==> config.mk <==
export PLATFORM = sky130hd
export DESIGN_NAME = phpm_top
export DESIGN_NICKNAME = d
export VERILOG_FILES = /design/src/rtl/phpm_top.v /design/src/rtl/phpm_sync.v /design/src/rtl/phpm_match.v
export VERILOG_INCLUDE_DIRS = /design/src /design/src/rtl
export SDC_FILE = /design/constraint.sdc
export NUM_CORES = 1
export LEC_CHECK = 0
export ABC_AREA = 0
export BUFFER_PORTS_ARGS = -buffer_cell sky130_fd_sc_hd__buf_2
export CELL_PAD_IN_SITES_DETAIL_PLACEMENT = 0
export CELL_PAD_IN_SITES_GLOBAL_PLACEMENT = 1
export CORE_MARGIN = 3
export CORE_UTILIZATION = 44
export CTS_CLUSTER_DIAMETER = 50
export CTS_CLUSTER_SIZE = 40
export DETAILED_ROUTE_END_ITERATION = 12
export PLACE_DENSITY = 0.87
export REMOVE_ABC_BUFFERS = 1
export SLEW_MARGIN = 0
export SYNTH_ARGS = -nofsm -noshare
export SYNTH_HDL_FRONTEND = slang
export SYNTH_SLANG_ARGS = --single-unit
==> constraint.sdc <==
create_clock -name clk -period 5.8 [get_ports clk]
set_input_delay 0.29 -clock clk [delete_from_list [all_inputs] [get_ports clk]]
set_output_delay 0.29 -clock clk [all_outputs]
set_load 0.03 [all_outputs]
==> src/rtl/phpm_regs.vh <==
`ifndef PHPM_REGS_VH
`define PHPM_REGS_VH
// ****************************************
// Port configuration codes
// ****************************************
`define PHPM_CFG_BIT      3'h0
`define PHPM_CFG_IO_A     3'h1
`define PHPM_CFG_IO_B     3'h2
`define PHPM_CFG_3W_IN    3'h3
`define PHPM_CFG_3W_OUT   3'h4
`define PHPM_CFG_BIDIR    3'h5
// ****************************************
// Handshake types
// ****************************************
`define PHPM_HS_INTLK     2'h0
`define PHPM_HS_STROBE    2'h1
`define PHPM_HS_PULSE     2'h2
`define PHPM_HS_3WIRE     2'h3
// ****************************************
// Request/wait function codes
// ****************************************
`define PHPM_RW_OFF       3'h0
`define PHPM_RW_REQ       3'h4
`define PHPM_RW_SPECIAL   3'h5
// ****************************************
// Pattern bit specs and match modes
// ****************************************
`define PHPM_PB_ZERO      3'h0
`define PHPM_PB_ONE       3'h1
`define PHPM_PB_RISE      3'h2
`define PHPM_PB_FALL      3'h3
`define PHPM_PB_ANY       3'h4
`define PHPM_MM_AND       2'h0
`define PHPM_MM_OR        2'h1
`define PHPM_MM_ORPRI     2'h2
// ****************************************
// Widths and timing
// ****************************************
`define PHPM_DESKEW_W     4
`define PHPM_PULSE_W      8
`define PHPM_SYNC_STAGES  3
`endif

==> src/rtl/phpm_top.v <==
// Summary of operation
// Port A handshake: line3 ready/avail, line2 acknowledge
// Port B handshake: line1 ready/avail, line0 acknowledge
// Three-wire input: line3 ready, line0 accepted
// Three-wire output: line3 available, line0 ready in
// Bidirectional: line0 is the direction input
// Both handshake ports only without request/wait
// Deskew delay offered on every output port
// Strobed: transfer on acknowledge falling edge
// Three-wire: rising edges signal ready and accepted
// Three-wire on one port, never bidirectional
// Pulsed input: timer stretches acknowledge
// Pulsed output: timer drives data-available
// Request/wait on one port, other is bit
// Two-bytes option delays request assertion
// Special request follows idle register by direction
// Per-bit one/zero/edges/any spec with mask
// All-bits or any-bit match rule
// Patterns apply before inversion of inputs; the code matches the inverted inputs
// Bit port matcher uses catcher output
// Interrupt on match entry; priority mode continuous
// Latch-on-match captures inputs until pending clears
// Match while pending is error, handled by option
// Interlocked waits for ready or withdrawal
// Deskew wait is time constant plus one
`timescale 1ns/100ps
`include "phpm_regs.vh"
module phpm_top (
  clk,
  nrst,
  port_cfg,
  hs_type,
  rw_func,
  intr_two_bytes,
  deskew_en,
  deskew_tc,
  pulse_tc,
  cpu_wr,
  cpu_wdata,
  cpu_rd,
  port_pins,
  invert,
  catcher_en,
  catcher_clr,
  pat_spec,
  pat_mask,
  pat_mode,
  latch_on_match,
  intr_on_error,
  clear_pending,
  aux_in,
  aux_out,
  aux_oe,
  cpu_rdata,
  rx_full,
  tx_empty,
  interrupt_pending,
  error_flag,
  match_flag,
  latched_data,
  cfg_error
);
  input  wire        clk;
  input  wire        nrst;
  input  wire [2:0]  port_cfg;        // Active handshake configuration
  input  wire [1:0]  hs_type;         // Handshake type
  input  wire [2:0]  rw_func;         // Request/wait function
  input  wire        intr_two_bytes;
  input  wire        deskew_en;
  input  wire [3:0]  deskew_tc;
  input  wire [7:0]  pulse_tc;        // Linked timer length
  input  wire        cpu_wr;          // Output-direction write pulse
  input  wire [7:0]  cpu_wdata;
  input  wire        cpu_rd;          // Input-direction read pulse
  input  wire [7:0]  port_pins;       // Bit port pins
  input  wire [7:0]  invert;
  input  wire [7:0]  catcher_en;
  input  wire [7:0]  catcher_clr;
  input  wire [23:0] pat_spec;
  input  wire [7:0]  pat_mask;
  input  wire [1:0]  pat_mode;
  input  wire        latch_on_match;
  input  wire        intr_on_error;
  input  wire        clear_pending;
  input  wire [3:0]  aux_in;
  output reg  [3:0]  aux_out;
  output reg  [3:0]  aux_oe;
  output reg  [7:0]  cpu_rdata;
  output reg         rx_full;
  output reg         tx_empty;
  output reg         interrupt_pending;
  output reg         error_flag;
  output reg         match_flag;
  output reg  [7:0]  latched_data;
  output reg         cfg_error;

  // ****************************************
  // Input synchronisers
  // ****************************************
  wire [3:0] aux_s;
  wire [7:0] pin_s;
  genvar g;
  generate
    for (g = 0; g < 4; g = g + 1) begin : g_aux
      phpm_sync u_s (.clk(clk), .nrst(nrst), .pin(aux_in[g]), .level(aux_s[g]));
    end
    for (g = 0; g < 8; g = g + 1) begin : g_pin
      phpm_sync u_s (.clk(clk), .nrst(nrst), .pin(port_pins[g]), .level(pin_s[g]));
    end
  endgenerate

  // ****************************************
  // Line assignment decode
  // ****************************************
  reg ack_raw;
  reg dir_in;       // Bidir direction, high = output
  reg is_out;
  reg rfd_in;       // Three-wire output ready input
  always @* begin
    ack_raw = 1'b1;
    dir_in  = 1'b0;
    rfd_in  = 1'b0;
    is_out  = 1'b0;
    case (port_cfg)
      // port A lines
      `PHPM_CFG_IO_A:   ack_raw = aux_s[2];
      // port B lines
      `PHPM_CFG_IO_B:   ack_raw = aux_s[0];
      // three-wire input
      `PHPM_CFG_3W_IN:  ack_raw = aux_s[2];
      // three-wire output
      `PHPM_CFG_3W_OUT: begin
        ack_raw = aux_s[2];
        rfd_in  = aux_s[0];
      end
      // direction from line 0
      `PHPM_CFG_BIDIR: begin
        ack_raw = aux_s[2];
        dir_in  = aux_s[0];
      end
      default: ack_raw = 1'b1;
    endcase
    is_out = (port_cfg == `PHPM_CFG_3W_OUT) || dir_in ||
             ((port_cfg != `PHPM_CFG_3W_IN) && (port_cfg != `PHPM_CFG_BIDIR) &&
              (port_cfg != `PHPM_CFG_BIT) && hs_type[0] && 1'b0);
  end

  // Output direction for single ports is selected by bit 1 of rw_func
  wire single_out = (port_cfg == `PHPM_CFG_IO_A || port_cfg == `PHPM_CFG_IO_B) && rw_func[1];
  wire out_dir    = is_out || single_out;

  // ****************************************
  // Configuration checks
  // ****************************************
  // illegal combinations flagged
  always @(posedge clk or negedge nrst) begin
    if (!nrst) begin
      cfg_error <= 1'b0;
    end else begin
      cfg_error <= ((hs_type == `PHPM_HS_3WIRE) &&
                    (port_cfg == `PHPM_CFG_BIDIR)) ||
                   ((hs_type == `PHPM_HS_PULSE) && (port_cfg == `PHPM_CFG_BIDIR)) ||
                   ((rw_func == `PHPM_RW_SPECIAL) && (port_cfg != `PHPM_CFG_BIDIR));
    end
  end

  // ****************************************
  // Acknowledge path with pulsed timer
  // ****************************************
  reg       ack_q;
  reg [7:0] ptim_q;
  wire      ack_fall = ack_q & ~ack_raw;
  wire      pulsed   = (hs_type == `PHPM_HS_PULSE);
  // acknowledge stretched by timer
  wire      ack_eff  = (pulsed && !out_dir) ? (ptim_q == 8'h00) : ack_raw;
  reg       ack_eff_q;
  always @(posedge clk or negedge nrst) begin
    if (!nrst) begin
      ack_q     <= 1'b1;
      ack_eff_q <= 1'b1;
    end else begin
      ack_q     <= ack_raw;
      ack_eff_q <= ack_eff;
    end
  end
  wire ack_eff_fall = ack_eff_q & ~ack_eff;
  wire ack_eff_rise = ~ack_eff_q & ack_eff;

  // Matcher input and match edge, used by the latch logic below
  reg  [7:0] catch_q;
  // matcher input: polarity then catcher
  wire [7:0] pol   = pin_s ^ invert;
  wire [7:0] mdata = (catcher_en & catch_q) | (~catcher_en & pol);
  wire       match;
  reg        match_q;
  reg        err_pend_q;
  wire       match_rise = match & ~match_q;

  // ****************************************
  // Double buffer and handshake
  // ****************************************
  reg [7:0] buf_q;
  reg       buf_full_q;
  reg       dav_int_q;     // Internal data-available, active low
  reg       rdy_q;         // Ready-for-data level
  reg [3:0] dsk_q;
  reg       dav_int_d1_q;
  wire      dsk_done = (dsk_q == 4'h0) || !deskew_en;
  always @(posedge clk or negedge nrst) begin
    if (!nrst) begin
      buf_q        <= 8'h00;
      buf_full_q   <= 1'b0;
      dav_int_q    <= 1'b1;
      rdy_q        <= 1'b1;
      dsk_q        <= 4'h0;
      rx_full      <= 1'b0;
      tx_empty     <= 1'b1;
      latched_data <= 8'h00;
      dav_int_d1_q <= 1'b1;
    end else begin
      dav_int_d1_q <= dav_int_q;
      if (dsk_q != 4'h0) begin
        dsk_q <= dsk_q - 4'h1;
      end
      if (out_dir) begin
        if (cpu_wr && tx_empty) begin
          tx_empty <= 1'b0;
          buf_q    <= cpu_wdata;
        end
        if (!tx_empty && !buf_full_q && dav_int_q) begin
          buf_full_q <= 1'b1;
          tx_empty   <= 1'b1;
          // deskew loaded as data enters buffer; tc+1 cycles
          dsk_q      <= deskew_tc;
        end
        // wait for ready and deskew
        if (buf_full_q && dav_int_q && dsk_done &&
            ((port_cfg == `PHPM_CFG_3W_OUT) ? rfd_in : ack_eff)) begin
          dav_int_q <= 1'b0;
        end
        // strobe or acceptance finishes transfer
        if (!dav_int_q && ((hs_type == `PHPM_HS_STROBE) ? ack_fall : ack_eff_rise)) begin
          dav_int_q  <= 1'b1;
          buf_full_q <= 1'b0;
        end
      end else begin
        if (cpu_rd && rx_full) begin
          rx_full <= 1'b0;
        end
        // strobed capture on acknowledge fall
        if (ack_eff_fall && rdy_q && !buf_full_q) begin
          buf_q      <= pin_s;
          buf_full_q <= 1'b1;
          rdy_q      <= (hs_type == `PHPM_HS_STROBE);
        end
        if (buf_full_q && !rx_full && !cpu_rd) begin
          latched_data <= buf_q;
          rx_full      <= 1'b1;
          buf_full_q   <= 1'b0;
        end
        // ready only after source withdraws
        if (!rdy_q && ack_eff && !buf_full_q) begin
          rdy_q <= 1'b1;
        end
      end
      // capture on interrupt when latching
      if (!out_dir && latch_on_match && match_rise && !interrupt_pending) begin
        latched_data <= mdata;
      end else if (!out_dir && !latch_on_match && port_cfg == `PHPM_CFG_BIT) begin
        latched_data <= mdata;
      end
    end
  end

  // pulsed output timer on data-available fall
  always @(posedge clk or negedge nrst) begin
    if (!nrst) begin
      ptim_q <= 8'h00;
    end else if (pulsed && (out_dir ? (dav_int_d1_q & ~dav_int_q) : ack_fall)) begin
      ptim_q <= pulse_tc;
    end else if (ptim_q != 8'h00) begin
      ptim_q <= ptim_q - 8'h01;
    end
  end
  wire dav_line = (pulsed && out_dir) ? (ptim_q == 8'h00) : dav_int_q;

  // ****************************************
  // Request line
  // ****************************************
  reg req;
  always @* begin
    req = 1'b0;
    if (rw_func == `PHPM_RW_SPECIAL) begin
      // idle register status
      req = dir_in ? tx_empty : rx_full;
    end else if (rw_func == `PHPM_RW_REQ) begin
      // two-byte option
      if (out_dir) begin
        req = intr_two_bytes ? (tx_empty && !buf_full_q) : tx_empty;
      end else begin
        req = intr_two_bytes ? (rx_full && buf_full_q) : rx_full;
      end
    end
  end

  // ****************************************
  // Auxiliary outputs
  // ****************************************
  wire rdy_line = rdy_q && !buf_full_q;
  always @(posedge clk or negedge nrst) begin
    if (!nrst) begin
      aux_out <= 4'h0;
      aux_oe  <= 4'h0;
    end else begin
      case (port_cfg)
        `PHPM_CFG_IO_A, `PHPM_CFG_BIDIR: begin
          aux_out <= {out_dir ? dav_line : rdy_line, 1'b0, req, 1'b0};
          aux_oe  <= {1'b1, 1'b0, rw_func[2], 1'b0};
        end
        `PHPM_CFG_IO_B: begin
          aux_out <= {req, 1'b0, out_dir ? dav_line : rdy_line, 1'b0};
          aux_oe  <= {rw_func[2], 1'b0, 1'b1, 1'b0};
        end
        // open-drain ready and accepted
        `PHPM_CFG_3W_IN: begin
          aux_out <= {1'b0, 1'b0, req, 1'b0};
          aux_oe  <= {~rdy_line, 1'b0, rw_func[2], ~rx_full};
        end
        `PHPM_CFG_3W_OUT: begin
          aux_out <= {dav_line, 1'b0, req, 1'b0};
          aux_oe  <= {1'b1, 1'b0, rw_func[2], 1'b0};
        end
        default: begin
          aux_out <= 4'h0;
          aux_oe  <= 4'h0;
        end
      endcase
    end
  end

  // ****************************************
  // Pattern recognition
  // ****************************************
  phpm_match u_match (
    .clk     (clk),
    .nrst    (nrst),
    .data_in (mdata),
    .spec    (pat_spec),
    .mask    (pat_mask),
    .mode    (pat_mode),
    .match   (match)
  );

  // Ones catchers and interrupt bookkeeping
  always @(posedge clk or negedge nrst) begin
    if (!nrst) begin
      catch_q           <= 8'h00;
      match_q           <= 1'b0;
      interrupt_pending <= 1'b0;
      error_flag        <= 1'b0;
      err_pend_q        <= 1'b0;
      match_flag        <= 1'b0;
      cpu_rdata         <= 8'h00;
    end else begin
      catch_q    <= (catch_q & ~catcher_clr) | (pol & catcher_en);
      match_q    <= match;
      match_flag <= match;
      cpu_rdata  <= latched_data;
      if (clear_pending && !(pat_mode == `PHPM_MM_ORPRI && match)) begin
        interrupt_pending <= 1'b0;
        error_flag        <= 1'b0;
        // deferred error re-raises pending
        if (err_pend_q) begin
          interrupt_pending <= 1'b1;
          error_flag        <= 1'b1;
          err_pend_q        <= 1'b0;
        end
      end
      // entry or continuous in priority mode
      if ((pat_mode == `PHPM_MM_ORPRI) ? match : match_rise) begin
        // A match in the cycle of a clear sets pending again
        if (!interrupt_pending || clear_pending) begin
          interrupt_pending <= 1'b1;
        end else if (intr_on_error && !error_flag && pat_mode != `PHPM_MM_ORPRI) begin
          // remember error
          err_pend_q <= 1'b1;
        end
      end
    end
  end
endmodule // phpm_top

==> src/rtl/phpm_sync.v <==
`timescale 1ns/100ps
// Three-stage pin synchroniser; a change counts when stages two and three agree
module phpm_sync (
  clk,
  nrst,
  pin,
  level
);
  input  wire clk;
  input  wire nrst;
  input  wire pin;
  output reg  level;

  reg s1_q;
  reg s2_q;
  reg s3_q;

  // Shift chain and agreement filter
  always @(posedge clk or negedge nrst) begin
    if (!nrst) begin
      s1_q  <= 1'b0;
      s2_q  <= 1'b0;
      s3_q  <= 1'b0;
      level <= 1'b0;
    end else begin
      s1_q <= pin;
      s2_q <= s1_q;
      s3_q <= s2_q;
      if (s2_q == s3_q) begin
        level <= s3_q;
      end
    end
  end
endmodule // phpm_sync

==> src/rtl/phpm_match.v <==
`timescale 1ns/100ps
`include "phpm_regs.vh"
// Pattern matcher for one 8-bit port
module phpm_match (
  clk,
  nrst,
  data_in,
  spec,
  mask,
  mode,
  match
);
  input  wire        clk;
  input  wire        nrst;
  input  wire [7:0]  data_in;
  input  wire [23:0] spec;
  input  wire [7:0]  mask;
  input  wire [1:0]  mode;
  output wire        match;

  reg [7:0] prev_q;
  reg [7:0] hit;
  reg [2:0] s;
  integer   i;

  // Previous sample for edge specs
  always @(posedge clk or negedge nrst) begin
    if (!nrst) begin
      prev_q <= 8'h00;
    end else begin
      prev_q <= data_in;
    end
  end

  // per-bit condition
  always @* begin
    hit = 8'h00;
    s   = 3'h0;
    for (i = 0; i < 8; i = i + 1) begin
      s = spec[i*3 +: 3];
      case (s)
        `PHPM_PB_ZERO: hit[i] = ~data_in[i];
        `PHPM_PB_ONE:  hit[i] = data_in[i];
        `PHPM_PB_RISE: hit[i] = data_in[i] & ~prev_q[i];
        `PHPM_PB_FALL: hit[i] = ~data_in[i] & prev_q[i];
        `PHPM_PB_ANY:  hit[i] = data_in[i] ^ prev_q[i];
        default:       hit[i] = 1'b0;
      endcase
    end
  end

  // all-bits or any-bit
  assign match = (mode == `PHPM_MM_AND) ? ((|mask) && ((hit & mask) == mask))
                                        : (|(hit & mask));
endmodule // phpm_match

==> summary by stage, run 1 <==
Clock tree
The clock tree from TritonCTS is done. The number of gates resized after CTS was 0. CTS saw 110 sinks. The maximum buffer depth of the clock tree is 2. Buffers added to address setup during post-CTS repair amount to 0.

Clock tree synthesis inserted a total of 9 buffers. The clock tree root driver cell is sky130_fd_sc_hd__clkbuf_16. The clock reaches the later pin of the worst-skew pair after 0.35 ns.

The H-tree was split into 3 levels. The number of hold buffers added after CTS was 0. The clock transition at the register clock pins on the worst setup and hold paths after CTS is ~0.070 ns.

Critical path
The kind of start point of the critical path is a register. The required time of the critical path is 6.09 ns. On the worst path, the slowest cell contributes a delay of 0.46 ns. The worst setup path is captured at a register.

The category of the critical setup timing path is reg -> reg. The biggest fanout along the worst timing path is 9. Traced cell by cell, the critical path runs through xor2_1 -> mux2i_1 -> ha_1 -> o31ai_1 -> o221ai_1 -> nor3_1 -> o2111a_1 -> a311o_1 -> a21oi_1 -> buf_4 -> a21oi_4 -> o22a_1.

The critical-path cell with the highest stage delay is sky130_fd_sc_hd__mux2i_1. For the worst setup path, the data arrival time is 3.75 ns. The cell family with the largest share of critical-path delay is compound AO/OA/AOI/OAI gates.

The count of buffer and inverter cells on the critical path is 1.

Die
From bottom edge to top edge, the die measures 117.2 um. The number of I/O pins is 137. The die covers 0.01373 mm^2. The die is around 120 um wide. The core outline area is 0.01176 mm^2. The initial utilization of the core area, before any placement, comes to 0.4625.

In this run the core area contains 39 standard-cell rows.

Pwr
The total power divided by cell area is 387.6 mW/mm^2. The power consumption is between 2000 and 3000 uW. The analysis attributes to cell leakage a power of between 0.003 and 0.004 uW. The maximum vdd ir drop is 0.0002182 V.

Synth
Among all flip-flop cells after synthesis, the most frequent one is sky130_fd_sc_hd__dfrtp_1. Yosys printed 0 warnings. The synthesized area per cell is 10.42 um^2. The mapped netlist covers 0.005439 mm^2. The synthesized netlist contains 74 unique library cells. By area the synthesized netlist is led by sky130_fd_sc_hd__dfrtp_1 (48%), sky130_fd_sc_hd__nand2_1 (3.8%), sky130_fd_sc_hd__mux2i_1 (3.3%), sky130_fd_sc_hd__nor2_1 (3.0%), sky130_fd_sc_hd__dfstp_2 (2.9%). The synthesized design contains between 100 and 150 register bits. The fraction of registers with async set/reset is 1.000. The cell count after synthesis is between 500 and 600. The number of synthesized flops with an enable pin is 0. The sequential fraction of the synthesis area is 0.5075.

The area share of the largest cell type after synthesis is 0.4785. The cell taking the most area after synthesis is sky130_fd_sc_hd__dfrtp_1.

Finish
The leading cell type in the layout, fill and taps excluded is sky130_fd_sc_hd__buf_2. The layout has 1,033 filler cells. At the end of the flow the core is filled with cells to 0.5576. The growth of design area from synthesis to finish is 20.57%.

Leaving out fill and tap cells, the most frequent cells in the layout are sky130_fd_sc_hd__buf_2 (130), sky130_fd_sc_hd__dfrtp_1 (104), sky130_fd_sc_hd__nand2_1 (55). The combined area of the multi-input logic cells is 0.002476 mm^2. In the final layout, flip-flops and latches occupy 0.002760 mm^2. Of the cells placed in the final design, the portion with a size suffix greater than 1 is 0.2671. 0 antenna diodes ended up in the layout.

The net total in the final layout is 772.

Timing
Across all setup checks in the final design, the least slack found is ~2.3 ns. Setup violations remaining at the end of the flow were counted as 0. Headroom to the max-slew limit came out at 0.2547. The final-report max-slew violation count is 0. The period utilization is 0.5967. The sum of negative setup slack is 0 ns. The final-report hold violation count is 0.

The actual transition at the worst max-transition pin is 1.116 ns. Setup repair after global routing left no endpoint under its margin. The time the final worst path needs with I/O delays and setup is 3.461 ns. Derived from the worst setup path, the maximum achievable clock frequency is 0.2889 GHz.

The setup skew after layout is 0.008294 ns.

Routing
The count of nets left with antenna violations after detail routing is 0. The average wire per cell in the routed design is roughly 16 um. After detailed routing, the total wire length is 12,950 um.

The detailed router placed around 4,300 vias in this run. The residual DRC count is 0. For this block, the initial DRC count from the detailed router was 226. Using the TritonRoute via totals, the vias-per-cell ratio works out to 5.259. The length of the first detailed-routing pass in iterations is 4.

Global routing
The fraction of met2 tracks used by global routing is 0.3141. The first global-routing pass estimated roughly 21,000 um of wire. After global routing the overflow that remains totals 0. For this run, the total global-route usage over all layers was measured as 0.1970. In this run the most used layer during global routing was met2.

For this run, global-route usage on met3 was measured as 0.03342. The via count of the first global-routing pass is between 4,000 and 5,000. The global routing met1 resource utilization is 0.2694.

The pin count of the biggest net entering global routing is 60. The initial antenna violation count is 0.

Placed design
Timing analysis after detailed placement gives a worst setup slack of between 2 and 2.5 ns. The count of port buffers added during placement is between 100 and 150. The congestion estimate from routability-driven global placement came to 0.8792. The HPWL after detailed placement is 9743 um.

Status
The flow ran to the end, and the final reports show no timing, DRC or antenna violations.

Run
The number of maximum-capacitance constraint violations is 0.

Worst hold path
The worst min-delay path class is in -> async.
metal layers:
| layer | wire (um) | share of wire |
|---|---|---|
| met1 | 5920 | 0.46 |
| met5 | 0 | 0 |
| met4 | 244 | 0.019 |
| met2 | 6108 | 0.47 |
| met3 | 680 | 0.052 |
cell usage after synthesis, types with 4 or more instances:
cell / n
sky130_fd_sc_hd__nor4b_1: 4
sky130_fd_sc_hd__a211oi_1: 5
sky130_fd_sc_hd__dfstp_2: 6
sky130_fd_sc_hd__nand3_1: 10
sky130_fd_sc_hd__o21ai_1: 5
sky130_fd_sc_hd__maj3_1: 10
sky130_fd_sc_hd__clkbuf_1: 8
sky130_fd_sc_hd__ha_1: 11
sky130_fd_sc_hd__a21oi_1: 16
sky130_fd_sc_hd__xnor2_1: 10
sky130_fd_sc_hd__mux2i_1: 18
sky130_fd_sc_hd__or3_1: 6
sky130_fd_sc_hd__o211ai_1: 4
sky130_fd_sc_hd__nor3_1: 7
sky130_fd_sc_hd__dfrtp_1: 104
sky130_fd_sc_hd__inv_1: 33
sky130_fd_sc_hd__a31oi_1: 16
sky130_fd_sc_hd__nor2_1: 44
sky130_fd_sc_hd__nand2b_1: 7
sky130_fd_sc_hd__o22a_1: 10
sky130_fd_sc_hd__nor2b_1: 7
sky130_fd_sc_hd__o21ai_0: 18
sky130_fd_sc_hd__xor2_1: 9
sky130_fd_sc_hd__nand2_1: 55
sky130_fd_sc_hd__o31ai_1: 11
sky130_fd_sc_hd__nand3b_1: 6
sky130_fd_sc_hd__nor3b_1: 4
path summary, 6_finish.rpt:
| kind | start | end | slack [ns] | depth (start not counted) |
|---|---|---|---|---|
| setup / recovery | g_pin[7].u_s.level | latched_data[6] | 2.34 | 12 |
| hold / removal | nrst | catch_q[3] | 0.02 | 1 |
| setup reg to reg | g_pin[7].u_s.level | latched_data[6] | 2.34 | 12 |
| hold reg to reg | g_aux[2].u_s.s1_q | g_aux[2].u_s.s2_q | 0.35 | 0 |
| max in group asynchronous | nrst | g_pin[6].u_s.s2_q | 4.61 | 2 |
| min in group clk | port_pins[2] | g_pin[2].u_s.s1_q | 0.04 | 1 |
registers in the layout (all words and copies together) (netlist names), 4 cells and up:
name             cells
buf_q                8
catch_q              8
cpu_rdata            8
g_pin.u_s.level      8
g_pin.u_s.s1_q       8
g_pin.u_s.s2_q       8
g_pin.u_s.s3_q       8
latched_data         8
ptim_q               8
u_match.prev_q       8
dsk_q                4
per-stage QoR:
| stage | cells | hold WS, ns | cell area (um^2) |
|---|---|---|---|
| finish | 823 | 0.01856 | 6558 |
| global route | 823 | 0.02429 | 6558 |
| CTS | 823 | 0.02911 | 6558 |
| detailed placement | 807 | 0.3355 | 6257 |
| global placement | 807 | 0.3315 | 6257 |
| floorplan | 508 | -0.005591 | 5364 |
worst reg2reg max path, stage by stage, from the launching register on:
cell and delay, ns:
sky130_fd_sc_hd__dfrtp_1 0.43, sky130_fd_sc_hd__xor2_1 0.17, sky130_fd_sc_hd__mux2i_1 0.46, sky130_fd_sc_hd__ha_1 0.34
sky130_fd_sc_hd__o31ai_1 0.40, sky130_fd_sc_hd__o221ai_1 0.17, sky130_fd_sc_hd__nor3_1 0.25, sky130_fd_sc_hd__o2111a_1 0.26
sky130_fd_sc_hd__a311o_1 0.18, sky130_fd_sc_hd__a21oi_1 0.06, sky130_fd_sc_hd__buf_4 0.21, sky130_fd_sc_hd__a21oi_4 0.28
sky130_fd_sc_hd__o22a_1 0.19
cell type report:
class	count	share of cell area
tap	164	0.03129
sequential	110	0.4209
inverter	34	0.01946
multi-input combinational	364	0.3776
clock inverter	6	0.009349
timing repair buffer	135	0.1049
clock buffer	10	0.03644
where the power goes:
group	internal [uW]	switching [uW]	total, uW
Combinational	328	491	819
Clock	345	272	617
Sequential	971	135	1110
Total	1640	897	2540
cells by family (layout without fill, tap and decap cells):
group / count (synthesis) / in the layout / synth area share
multiplexers: 28 / 28 / 0.05935
AND/OR/NAND/NOR: 173 / 173 / 0.1603
adder cells (fa/ha/maj): 21 / 21 / 0.04371
flip-flops: 110 / 110 / 0.5075
XOR/XNOR: 21 / 21 / 0.03658
AO/OA/AOI/OAI: 118 / 118 / 0.1532
buffers and inverters: 50 / 185 / 0.03865
other: 1 / 3 / 0.0006895
No activity file was read; power rests on OpenSTA's default activity.
==> inputs of run 2 (changes only) <==
--- a/config.mk
+++ b/config.mk
@@ -6,16 +6,16 @@
 export SDC_FILE = /design/constraint.sdc
 export NUM_CORES = 1
 export LEC_CHECK = 0
-export ABC_AREA = 0
+export ABC_AREA = 1
 export BUFFER_PORTS_ARGS = -buffer_cell sky130_fd_sc_hd__buf_2
 export CELL_PAD_IN_SITES_DETAIL_PLACEMENT = 0
 export CELL_PAD_IN_SITES_GLOBAL_PLACEMENT = 1
 export CORE_MARGIN = 3
-export CORE_UTILIZATION = 44
+export CORE_UTILIZATION = 36
 export CTS_CLUSTER_DIAMETER = 50
 export CTS_CLUSTER_SIZE = 40
 export DETAILED_ROUTE_END_ITERATION = 12
-export PLACE_DENSITY = 0.87
+export PLACE_DENSITY = 0.79
 export REMOVE_ABC_BUFFERS = 1
 export SLEW_MARGIN = 0
 export SYNTH_ARGS = -nofsm -noshare
==> constraint.sdc (replaced) <==
create_clock -name clk -period 2.9 [get_ports clk]
set_input_delay 0.145 -clock clk [delete_from_list [all_inputs] [get_ports clk]]
set_output_delay 0.145 -clock clk [all_outputs]
set_load 0.03 [all_outputs]
==> summary by stage, run 2 <==
Status
The flow ran to the end, and the final reports show no timing, DRC or antenna violations.

Synth
The number of warnings issued by yosys is 0. The number of distinct library cell variants in the gate-level netlist after synthesis is 52. The basic-gate share of the synthesized area counting and, or, nand and nor cells is 0.2629. By area the synthesized netlist is led by sky130_fd_sc_hd__dfrtp_1 (46%), sky130_fd_sc_hd__nand2_1 (11%), sky130_fd_sc_hd__inv_1 (6.9%), sky130_fd_sc_hd__nand3_1 (4.8%), sky130_fd_sc_hd__dfstp_2 (2.8%). After synthesis the cells add up to 0.005673 mm^2. The multiplexer share of the synthesized area is 0.

Summed over all instances, the cell type with the most area after synthesis is sky130_fd_sc_hd__dfrtp_1. The post-synthesis register bit count is 110. Of the total synthesized cell area, the portion taken by XOR and XNOR cells is 0.01390. For this run, the leading register cell type out of synthesis is sky130_fd_sc_hd__dfrtp_1. Of all flip-flops after synthesis, the portion carrying an async set or reset was 1.000. In the synthesized netlist, the number of instances is 677. Of the synthesized area, sequential elements account for 0.4865. The adder-cell share of the synthesized area is 0.04191. The synthesized area per cell is 8.380 um^2.

The area share of the largest cell type after synthesis is 0.4588. The compound-gate portion of the synthesized area is 0.1083. The largest family of logic cells by synthesized area is simple AND/OR/NAND/NOR gates. The synthesized design contains 0 enable-type register cells.

Sorting the synthesized cells by how often they occur yields sky130_fd_sc_hd__nand2_1 (168), sky130_fd_sc_hd__inv_1 (105), sky130_fd_sc_hd__dfrtp_1 (104). The most frequent cell after synthesis is sky130_fd_sc_hd__nand2_1.

Run
Across the run, the number of max-cap violations was 0.

Routing
The iteration-0 DRC count of the detailed router is 165. The count of vias placed by the detailed router is 4,795. After detailed routing, the number of vias per cell comes to between 4 and 5. For this run, design rule violations remaining after detail routing come to 0. The average wire per cell in the routed design is 12.96 um. Once detail routing completed, the nets flagged for antenna violations numbered 0. The first detailed-routing pass ran for 4 iterations. The total wire length is 13,730 um.

Clock tree
The maximum level of the CTS H-tree is 3. The number of buffers created by CTS is 9. Clock tree synthesis found a total of 110 sinks. The clock tree root driver cell is sky130_fd_sc_hd__clkbuf_16. The clock tree from TritonCTS is done. The source-to-sink clock delay at the later pin of the worst-skew pair is 0.35 ns. The clock transition at the register clock pins on the worst setup and hold paths after CTS is 0.07 ns. The maximum buffer depth of the clock tree is 2.

Critical path
The signal on the critical path passes through inv_1 -> nand2_1 -> nand3b_1 -> nand2_2 -> inv_1 -> ha_1 -> o31ai_1 -> nand3_1 -> nand3_1 -> nor2_1 -> nand2_1 -> nand4_4 -> buf_4 -> nand2_1 -> nand2_1 -> nand3_1 -> nand2_1. The required time of the critical path is 3.14 ns. The critical path is of the reg -> reg type.

The beginning of the worst register-to-register path is g_pin[1].u_s.level. The worst setup path is launched from a register. The highest cell delay on the worst timing path is 0.39 ns. The slowest stage of the critical path is the sky130_fd_sc_hd__dfrtp_1 cell.

In this run the register-to-register setup slack is 0.28 ns. The count of buffer and inverter cells on the critical path is 3. The worst setup path is captured at a register. Of all nets on the critical path, the largest fanout is 5. Among the stages of the critical path, the cell type that occurs most often is sky130_fd_sc_hd__nand2_1. For the worst flop-to-flop path, the logic depth is 17.

For the worst setup path, the data arrival time is between 2 and 3 ns. In this run the number of cells on the critical path is 17. The cell family with the largest share of critical-path delay is simple AND/OR/NAND/NOR gates. The endpoint of the worst-slack reg-to-reg timing path is latched_data[1].

Finish
In the final layout, the share of cells above drive strength 1 is 0.2441. The growth of design area from synthesis to finish is 27.55%. The leading cell type in the layout, fill and taps excluded is sky130_fd_sc_hd__nand2_1. The combined area of the multi-input logic cells is 0.002471 mm^2. The register cell area after layout is 0.002760 mm^2. For this run, the post-layout net count is between 900 and 1,000. The filler cells instantiated in the layout total 1,577.

0 antenna diodes ended up in the layout. The library cells used most frequently in the layout, excluding fill and tap cells, are sky130_fd_sc_hd__nand2_1 (168), sky130_fd_sc_hd__buf_2 (130), sky130_fd_sc_hd__inv_1 (105).

Pwr
IR analysis of the VDD net gives a maximum drop of 0.0003504 V. For this design the static power due to leakage is around 0.0038 uW. The total power divided by cell area is around 740 mW/mm^2.

Die
The floorplan step defined a core boundary enclosing ~0.015 mm^2. The number of I/O pins is around 140. The horizontal die dimension is approximately 130 um.

After floorplanning, the core was divided into between 40 and 50 placement rows. The floorplan step defined a die boundary enclosing 0.01730 mm^2. The die is 131.5 um tall. The initial utilization of the core area, before any placement, comes to 0.3704.

Worst hold path
The path with the worst hold slack has its endpoint at dsk_q[3]. The min-delay analysis places its worst path in the category in -> reg. The worst hold path begins at deskew_tc[3].

The worst hold path passes through 3 cells.

Placed design
The count of port buffers added during placement is 131. Once detailed placement completed, the half-perimeter wirelength came to 10,410 um. The congestion estimate from routability-driven global placement came to ~0.81.

Timing
The setup skew after layout is 0.009220 ns. Headroom to the max-slew limit came out at 0.3969. The worst-case hold slack is approximately 0.015 ns. For the finished layout, the period the worst path requires is 2.618 ns. For the final routed database, the setup TNS stands at 0 ns.

In the finished design, the share of the clock period the worst path needs comes to 0.9028. Static timing analysis puts the maximum clock frequency at around 0.38 GHz. For the pin with the worst max-slew slack, the measured transition is 0.8997 ns.

Setup repair after global routing left no endpoint under its margin. The final count of negative-setup-slack endpoints is 0. The final-report hold violation count is 0. The final-report max-slew violation count is 0.

Global routing
The first global-routing pass estimated 23,150 um of wire. The global-route congestion overflow total is 0. The overall track demand over capacity in global routing is 0.1641. The initial antenna violation count is 0. The via count of the first global-routing pass is roughly 4,800.

The pin count of the biggest net entering global routing is 46.
run 2: cell count changes in the layout (fill, tap and decap cells not counted), moves of 7 or more:
| cell | before | now |
|---|---|---|
| sky130_fd_sc_hd__a31oi_1 | 16 | 0 |
| sky130_fd_sc_hd__dlygate4sd3_1 | 0 | 25 |
| sky130_fd_sc_hd__inv_1 | 33 | 105 |
| sky130_fd_sc_hd__mux2i_1 | 18 | 0 |
| sky130_fd_sc_hd__nand2_1 | 55 | 168 |
| sky130_fd_sc_hd__nand2_2 | 0 | 16 |
| sky130_fd_sc_hd__nand2b_1 | 7 | 0 |
| sky130_fd_sc_hd__nand3_1 | 10 | 54 |
| sky130_fd_sc_hd__nand4_1 | 2 | 11 |
| sky130_fd_sc_hd__nor2b_1 | 7 | 0 |
| sky130_fd_sc_hd__o21ai_0 | 18 | 31 |
| sky130_fd_sc_hd__o22a_1 | 10 | 0 |
| sky130_fd_sc_hd__xnor2_1 | 10 | 2 |
run 2: how the worst max path moves through the flow:
stage,start,end,slack (ns)
detailed placement,g_pin[2].u_s.level,latched_data[0],0.22
floorplan,g_pin[7].u_s.level,latched_data[0],0.63
global route,g_pin[6].u_s.level,latched_data[1],0.05
finish,g_pin[1].u_s.level,latched_data[1],0.28
CTS,g_pin[2].u_s.level,latched_data[1],0.20
global placement,g_pin[5].u_s.level,latched_data[0],0.27
run 2: power by group:
group,internal (uW),total (uW),switching (uW)
Sequential,1930,2150,220
Combinational,636,1750,1110
Clock,870,1430,563
run 2: worst reg2reg max path, stage by stage, from the launching register on:
cell                       delay, ns
sky130_fd_sc_hd__dfrtp_1        0.39
sky130_fd_sc_hd__inv_1          0.07
sky130_fd_sc_hd__nand2_1        0.08
sky130_fd_sc_hd__nand3b_1       0.12
sky130_fd_sc_hd__nand2_2        0.14
sky130_fd_sc_hd__inv_1          0.06
sky130_fd_sc_hd__ha_1           0.28
sky130_fd_sc_hd__o31ai_1        0.34
sky130_fd_sc_hd__nand3_1        0.17
sky130_fd_sc_hd__nand3_1        0.10
sky130_fd_sc_hd__nor2_1         0.04
sky130_fd_sc_hd__nand2_1        0.12
sky130_fd_sc_hd__nand4_4        0.17
sky130_fd_sc_hd__buf_4          0.20
sky130_fd_sc_hd__nand2_1        0.05
sky130_fd_sc_hd__nand2_1        0.06
sky130_fd_sc_hd__nand3_1        0.07
sky130_fd_sc_hd__nand2_1        0.05
run 2: metal layers:
layer,GRT usage,part of all wire
met1,0.2166,0.47
met2,0.2751,0.48
met3,0.04441,0.043
met4,0.02800,0.0068
met5,0,0
run 2: through the flow:
stage / cells / util / total power, uW / cell area (um^2) / worst slack, ns
2_1_floorplan: 669 / - / 3345 / 5614 / 0.6276
3_3_place_gp: 1014 / 0.4291 / 3868 / 6571 / 0.2673
3_5_place_dp: 1014 / 0.4291 / 3894 / 6571 / 0.2171
4_1_cts: 1055 / 0.4681 / 5386 / 7168 / 0.1973
5_1_grt: 1059 / 0.4725 / 5722 / 7236 / 0.04594
6_report: 1059 / 0.4725 / 5330 / 7236 / 0.2818
run 2: final cells by class:
class | count | area share
well taps | 211 | 0.03649
repair buffers | 163 | 0.1345
clock buffers | 11 | 0.03355
flip-flops and latches | 110 | 0.3815
multi-input cells | 447 | 0.3415
clock inverters | 5 | 0.01435
inverters | 112 | 0.05810
run 2: what timing repair did:
action / in CTS / in global routing
endpoints found under the setup margin: 0 / 8
hold endpoints to repair: 57 / 0
resized for setup: 0 / 6
buffers inserted: 0 / 4
hold buffers: 25 / 0
run 2: cells by family (layout without fill, tap and decap cells):
| kind of cell | count (synthesis) | in the layout |
|---|---|---|
| buffers and inverters | 122 | 291 |
| flip-flops | 110 | 110 |
| AO/OA/AOI/OAI | 96 | 96 |
| XOR/XNOR | 9 | 9 |
| adder cells (fa/ha/maj) | 21 | 21 |
| other | 1 | 3 |
| AND/OR/NAND/NOR | 318 | 318 |
